$ cat src/rtl/lod_pkg.sv
// package for the lead-off detection control register block
package lod_pkg;

   // =====================================================================
   // register map
   // =====================================================================
   localparam logic [7:0]  LOD_CTRL_ADDR   = 8'h02;      // lead_off_control address
   localparam logic [23:0] LOD_CTRL_RESET  = 24'h000000; // reset value of whole register
   localparam logic [23:0] LOD_CTRL_WMASK  = 24'hfff19f; // writable bits, reserved cleared

   // =====================================================================
   // field positions
   // =====================================================================
   localparam int LOD_PH_HI    = 23; // excitation phase bits, top
   localparam int LOD_PH_LO    = 18; // excitation phase bits, bottom
   localparam int LOD_EN_HI    = 17; // per-electrode ac enables, top
   localparam int LOD_EN_LO    = 13; // per-electrode ac enables (not common electrode)
   localparam int LOD_CE_EN    = 12; // common electrode ac enable
   localparam int LOD_ACL_HI   = 8;  // ac excitation level, top
   localparam int LOD_ACL_LO   = 7;  // ac excitation level, bottom
   localparam int LOD_DCL_HI   = 4;  // dc excitation level, top
   localparam int LOD_DCL_LO   = 2;  // dc excitation level, bottom
   localparam int LOD_GLOBAL_AC_DETECT_SELECT    = 1;  // global ac detect select
   localparam int LOD_ENABLE   = 0;  // electrode detach enable

   // =====================================================================
   // excitation encodings
   // =====================================================================
   localparam logic [1:0] LOD_AC_12P5NA = 2'h0; // 12.5 nA rms
   localparam logic [1:0] LOD_AC_25NA   = 2'h1; // 25 nA rms
   localparam logic [1:0] LOD_AC_50NA   = 2'h2; // 50 nA rms
   localparam logic [1:0] LOD_AC_100NA  = 2'h3; // 100 nA rms
   localparam logic [2:0] LOD_DC_OFF    = 3'h0; // 0 nA, 10 nA per code up to 70 nA

endpackage

$ cat src/rtl/lod_sync2.sv
// two-flop synchroniser for an asynchronous level input
`timescale 1ns/100ps
module lod_sync2 (
   input  wire logic sys_clk,
   input  wire logic srst,
   input  wire logic asyncIn,
   output logic      syncOut
);
   logic metaQ; // first stage, read only by second stage

   // =====================================================================
   // two stages
   // =====================================================================
   // reset to zero so the sampled level is defined after reset
   always_ff @(posedge sys_clk) begin
      if (srst) begin
         metaQ   <= 1'b0;
         syncOut <= 1'b0;
      end else begin
         metaQ   <= asyncIn;
         syncOut <= metaQ;
      end
   end
endmodule

$ cat src/rtl/lod_ctrl.sv
// lead-off detection control register and enable decode
`timescale 1ns/100ps

// Overview of operation
// - two-bit code selects ac excitation level
// - three-bit code selects dc level, dc only
// - global enable off means no detection
// - ac select ignored while detection off
// - dc mode still allows per-electrode ac
// - ac select: dc off, ac on limb and chest electrodes
// - limb and chest ac: select OR own
// - common electrode ac: own bit only
// - calibration dac on suppresses ac detection
// - per-electrode ac enables reset to zero
// - phase bits: zero in phase, one inverted
module lod_ctrl
   import lod_pkg::*;
(
   input  wire logic        sys_clk,
   input  wire logic        srst,
   input  wire logic [7:0]  regAddr,
   input  wire logic [23:0] regWdata,
   input  wire logic        regWr,
   input  wire logic        regRd,
   output logic      [23:0] regRdata,
   input  wire logic        calDacEnable,
   output logic             dcDetectOn,
   output logic      [2:0]  dcExcitationLevel,
   output logic      [1:0]  acExcitationLevel,
   output logic      [5:0]  acDetectOn,
   output logic      [5:0]  excitationInvert
);

   // =====================================================================
   // register storage
   // =====================================================================
   logic [23:0] ctrl_q;        // lead_off_control contents
   logic [23:0] ctrl_d;        // next value
   logic [23:0] rdata_q;       // read data register
   logic        calDacSync;    // calibration dac level, synchronised

   // calibration dac enable comes from another block's pin, so resynchronise it
   lod_sync2 u_cal_sync (
      .sys_clk (sys_clk),
      .srst    (srst),
      .asyncIn (calDacEnable),
      .syncOut (calDacSync)
   );

   // =====================================================================
   // decode
   // =====================================================================
   wire hitCtrl  = (regAddr == LOD_CTRL_ADDR);           // address decode
   wire wrCtrl   = regWr & hitCtrl;                      // write to this register
   // reserved positions are masked on write so they always read zero
   assign ctrl_d = wrCtrl ? (regWdata & LOD_CTRL_WMASK) : ctrl_q;

   // field views
   wire       detachEnable   = ctrl_q[LOD_ENABLE];                // electrode_detach_enable
   wire       globalAcSelect = ctrl_q[LOD_GLOBAL_AC_DETECT_SELECT];                 // global_ac_detect_select
   wire [2:0] dcLevel        = ctrl_q[LOD_DCL_HI:LOD_DCL_LO];     // dc_excitation_level
   wire [1:0] acLevel        = ctrl_q[LOD_ACL_HI:LOD_ACL_LO];     // ac_excitation_level
   wire [4:0] ownAcEnable    = ctrl_q[LOD_EN_HI:LOD_EN_LO];       // la, ll, ra, v1, v2
   wire       ceAcEnable     = ctrl_q[LOD_CE_EN];                 // common electrode
   wire [5:0] phaseBits      = ctrl_q[LOD_PH_HI:LOD_PH_LO];       // la..ce phase

   // ac select only means something while detection is on
   wire acSelEff  = detachEnable & globalAcSelect;
   // nothing is detected at all while the global enable is clear
   wire dcOnD     = detachEnable & ~globalAcSelect;
   // limb and chest electrodes: global select or the electrode's own bit
   wire [4:0] limbAcD = {5{detachEnable & ~calDacSync}} &
                        ({5{acSelEff}} | ownAcEnable);
   // common electrode is never enabled by the global select
   wire ceAcD     = detachEnable & ~calDacSync & ceAcEnable;
   // dc level only applies in dc mode, otherwise drive zero current
   wire [2:0] dcLevelD = dcOnD ? dcLevel : LOD_DC_OFF;

   // =====================================================================
   // register update and outputs
   // =====================================================================
   // outputs are registered so the analog side sees glitch-free controls
   always_ff @(posedge sys_clk) begin
      if (srst) begin
         ctrl_q            <= LOD_CTRL_RESET;
         rdata_q           <= 24'h000000;
         dcDetectOn        <= 1'b0;
         dcExcitationLevel <= LOD_DC_OFF;
         acExcitationLevel <= LOD_AC_12P5NA;
         acDetectOn        <= 6'h00;
         excitationInvert  <= 6'h00;
      end else begin
         ctrl_q            <= ctrl_d;
         rdata_q           <= (regRd & hitCtrl) ? ctrl_q : 24'h000000;
         dcDetectOn        <= dcOnD;
         dcExcitationLevel <= dcLevelD;
         acExcitationLevel <= acLevel;
         acDetectOn        <= {limbAcD, ceAcD};
         excitationInvert  <= phaseBits;
      end
   end

   assign regRdata = rdata_q;

   // =====================================================================
   // assertions
   // =====================================================================
   a_reserved_zero: assert property (@(posedge sys_clk) disable iff (srst)
      ((regRdata[11:9] == 3'h0) && (regRdata[6:5] == 2'h0)))
      else $error("reserved bits read nonzero");

   a_off_no_detect: assert property (@(posedge sys_clk) disable iff (srst)
      !$past(detachEnable) |-> (!dcDetectOn && (acDetectOn == 6'h00)))
      else $error("detection active while disabled");

   a_global_ac_detect_select_ignored: assert property (@(posedge sys_clk) disable iff (srst)
      (!detachEnable && globalAcSelect && !ceAcEnable && (ownAcEnable == 5'h00))
      |=> (acDetectOn == 6'h00))
      else $error("ac select acted while disabled");

   a_dc_mode: assert property (@(posedge sys_clk) disable iff (srst)
      (detachEnable && !globalAcSelect) |=> (dcDetectOn && dcExcitationLevel == $past(dcLevel)))
      else $error("dc mode not applied");

   a_ac_mode: assert property (@(posedge sys_clk) disable iff (srst)
      (detachEnable && globalAcSelect && !calDacSync)
      |=> (!dcDetectOn && acDetectOn[5:1] == 5'h1f && dcExcitationLevel == 3'h0))
      else $error("ac mode not applied");

   a_own_enable: assert property (@(posedge sys_clk) disable iff (srst)
      (detachEnable && !calDacSync) |=> (acDetectOn[5:1] == ($past(ownAcEnable) | {5{$past(globalAcSelect)}})))
      else $error("limb ac enable not or of bits");

   a_ce_own_only: assert property (@(posedge sys_clk) disable iff (srst)
      (detachEnable && !calDacSync) |=> (acDetectOn[0] == $past(ceAcEnable)))
      else $error("common electrode enable wrong");

   a_cal_suppress: assert property (@(posedge sys_clk) disable iff (srst)
      calDacSync |=> (acDetectOn == 6'h00))
      else $error("ac active with calibration dac");

   a_write_reads: assert property (@(posedge sys_clk) disable iff (srst)
      (wrCtrl && !regRd) ##1 (regRd && hitCtrl && !regWr)
      |=> (regRdata == ($past(regWdata, 2) & LOD_CTRL_WMASK)))
      else $error("readback mismatch");

   a_phase_follow: assert property (@(posedge sys_clk) disable iff (srst)
      (wrCtrl ##1 !wrCtrl) |=> (excitationInvert == $past(regWdata[LOD_PH_HI:LOD_PH_LO], 2)))
      else $error("phase bits not applied");

   a_ac_level: assert property (@(posedge sys_clk) disable iff (srst)
      ##1 (acExcitationLevel == $past(acLevel)))
      else $error("ac level not applied");

endmodule

$ cat config.mk
export PLATFORM = sky130hd
export DESIGN_NAME = lod_ctrl
export DESIGN_NICKNAME = d
export VERILOG_FILES = /design/src/rtl/lod_pkg.sv /design/src/rtl/lod_sync2.sv /design/src/rtl/lod_ctrl.sv
export SDC_FILE = /design/constraint.sdc
export NUM_CORES = 1
export LEC_CHECK = 0
export BUFFER_PORTS_ARGS = -buffer_cell sky130_fd_sc_hd__buf_2
export CORE_MARGIN = 8
export CORE_UTILIZATION = 35
export CTS_BUF_LIST = sky130_fd_sc_hd__clkbuf_16
export DETAILED_ROUTE_END_ITERATION = 12
export PLACE_DENSITY_LB_ADDON = 0.25
export SETUP_SLACK_MARGIN = 0.02
export SYNTH_ARGS = -nofsm -noshare
export SYNTH_HDL_FRONTEND = slang
export SYNTH_SLANG_ARGS = --single-unit
$ cat constraint.sdc
create_clock -name sys_clk -period 3.7 [get_ports sys_clk]
set_input_delay 0.74 -clock sys_clk [delete_from_list [all_inputs] [get_ports sys_clk]]
set_output_delay 0.74 -clock sys_clk [all_outputs]
set_load 0.05 [all_outputs]
==> summary.md <==
| Metric | Value |
|---|---|
| Fin cells | around 320 |
| Row cnt | 27 |
| Gr usage total | 0.101 |
| Final wirelength | about 4000 um |
| Final Util | 0.484 |
| Worst min path class | flip-flop to flip-flop |
| Setup CP Type | input port to flip-flop |
| Placed instance area | around 0.0023 sq mm |
| Least-Margin Pin Slew | 0.876 ns |
| Worst slew margin | 0.412 |
| Worst vdd ir | 0.323 mV |
| Sum of negative setup slack | 0 ns |
| Clk pwr share | 0.554 |
| Synth warn | 0 |
| Postcts setup bufs | 0 |
| Initial antenna violation count | 0 |
| Period minus WS final | roughly 2.1 ns |
| Area share of the largest cell type after synthesis | 0.599 |
| Fin nets | about 280 |
| PortBufs | slightly below 70 |
| Chip Width | around 90 um |
| Clock buffer depth | 2 |
| Clk slew on worst S/H paths | 0.05 ns |
| DP HPWL | between 2000 and 3000 um |
| Antenna Cells | 0 |
| H-Tree Depth | 3 |
| Via Count | ~1300 |
| Core footprint | roughly 0.0054 sq mm |
| Io pins | 79 |
| Overall power | around 0.0015 W |
| Fmax | 468 MHz |
| Logic pwr share | 0.031 |
| Largest area contributor in the netlist | dfxtp_1 |
| CTS Buf Count | 9 |
| Hold Buf Count CTS | 0 |
| Global-route wire length before repair | ~6800 um |
| Setup violations, final | 0 |
| Share of the yosys chip area belonging to registers | 0.599 |
| Fin area | between 0.002 and 0.003 sq mm |
| Max Slew Vio Count | 0 |
| Initial core utilization | 0.356 |
| P&R area growth vs syn | 35.8% |
| Root buffer cell | clkbuf_16 |
| Fin Clk Skew | 0.00378 ns |
| Sw Pwr | 0.000283 W |
| Clock sink count | 58 |
| Outcome | completed |
| Crit start category | input port |
| Die Area | 0.00817 sq mm |
| CTS tree | yes |
| Die H | around 90 um |
| Hold Vio Cnt, Final | 0 |
| Worst-skew pair later-pin latency | between 0.3 and 0.4 ns |
| Final ANT Viol Nets | 0 |
| Synth Cell Area | around 0.0019 sq mm |
| Average wire per standard cell | 12.6 um |
| Tcrit/Tclk final | 0.578 |
| Layout cells sized above 1 | 0.387 |
| DRC errors left | 0 |
| Crit. End Element | flip-flop |
| GR Overflow Total | 0 |
| Synthesized instance count | ~170 |
| Placed insts | 299 |
| Synth Area per Inst | about 12 sq um |
| RSZ-0062 raised after global routing | no |
| Pin count of the biggest net entering global routing | 42 |
| Worst-path maximum fanout | 19 |
| Sw Ratio | 0.187 |
| Flop pwr share | 0.415 |
| Yosys reg bits | 58 |
| Vias in the first global route | approximately 1500 |
| Synth unique cells | 18 |
| WP data arrival | around 2.4 ns |
| Post-CTS sizing | 0 |
| DRT iter0 DRCs | 34 |
| Critical Path RT | approximately 4.0 ns |
| Final GP Congestion | 0.703 |
| Router iterations before antenna repair | 3 |
| Vias/cell | slightly above 4 |
| Max_cap viols | 0 |
| Int Power | between 0.001 and 0.0015 W |
| Largest cells by area after synthesis | dfxtp_1 (60%), and2_1 (7.4%), nand2b_1 (7.1%) |
| Leak | roughly 1.2 nW |
| Power per cell area | around 570 mW/mm^2 |
## layer usage
layer	track usage	vias up	wire, um
met5	0	-	0
met4	0.0541	0	38
met3	0.0507	4	327
met2	0.164	45	1840
met1	0.106	595	1750
li1	-	662	-
## placed cells by master, fill, tap and decap left out
master      n
conb_1      5
clkbuf_16   9
o21a_1      5
clkinv_2    4
and2_1     23
or4b_1      1
nor3_4      1
clkinv_1    1
or4_4       1
nor2_1      2
nand2b_1   22
nor4_4      1
bufinv_16   2
nor2b_1    18
dfxtp_1    58
inv_1       2
buf_4       1
mux2i_1    11
mux2_2      7
buf_2      68
mux2_1      1
## final cells by class
type                       instances  area [sq um]
fill                             532          2810
sequential                        58          1160
inverter                           2          7.51
tap                               72          90.1
clock inverter                     7          83.8
multi-input combinational         98           717
timing repair buffer              69           348
clock buffer                       9           225
## cells in the mapped netlist
library cell,number
dfxtp_1,58
and2_1,23
nand2b_1,22
nor2b_1,18
mux2i_1,11
mux2_2,7
buf_4,5
clkbuf_1,5
o21a_1,5
inv_1,2
nor2_1,2
buf_6,1
conb_1,1
mux2_1,1
nor3_4,1
nor4_4,1
or4_4,1
or4b_1,1
## power groups by stage
stage	logic, W	clock network (W)	registers [W]
6_report	0.0000468	0.000836	0.000628
3_3_place_gp	0.0000470	0	0.000640
2_1_floorplan	0.0000322	0	0.000640
3_5_place_dp	0.0000473	0	0.000640
4_1_cts	0.0000477	0.000860	0.000627
5_1_grt	0.0000515	0.000883	0.000627
## worst paths after layout
path,from,end,slack (ns),cells past startpoint
max,regAddr[5],regRdata[8],1.56,4
min,u_cal_sync.metaQ,u_cal_sync.syncOut,0.44,1
max reg2reg,ctrl_q[0],acDetectOn[0],2.69,3
min reg2reg,u_cal_sync.metaQ,u_cal_sync.syncOut,0.44,1
## cells by family after synthesis
| logic type | Yosys count | share of synthesized area |
|---|---|---|
| AND/OR/NAND/NOR | 69 | 0.238 |
| flip-flops | 58 | 0.599 |
| multiplexers | 19 | 0.103 |
| buffers and inverters | 13 | 0.0387 |
| AO/OA/AOI/OAI | 5 | 0.0194 |
| other | 1 | 0.00193 |
## worst max-delay path: stages
cell and delay, ns:
buf_2 0.10, or4_4 0.57, nor4_4 0.75, and2_1 0.22
## flip-flops by register name (all words and copies together), names as in the netlist
signal	flops
dcExcitationLevel	3
dcDetectOn	1
excitationInvert	6
acDetectOn	6
u_cal_sync.metaQ	1
acExcitationLevel	2
regRdata	19
ctrl_q	19
u_cal_sync.syncOut	1
## metrics by stage
step                      setup WS, ns  hold WS, ns
after floorplan                   1.49        0.414
after global placement            1.22        0.418
after detailed placement          1.19        0.429
after CTS                         1.52        0.440
after global routing              1.45        0.443
final                             1.56        0.437
(Power assumes the default switching activity.)
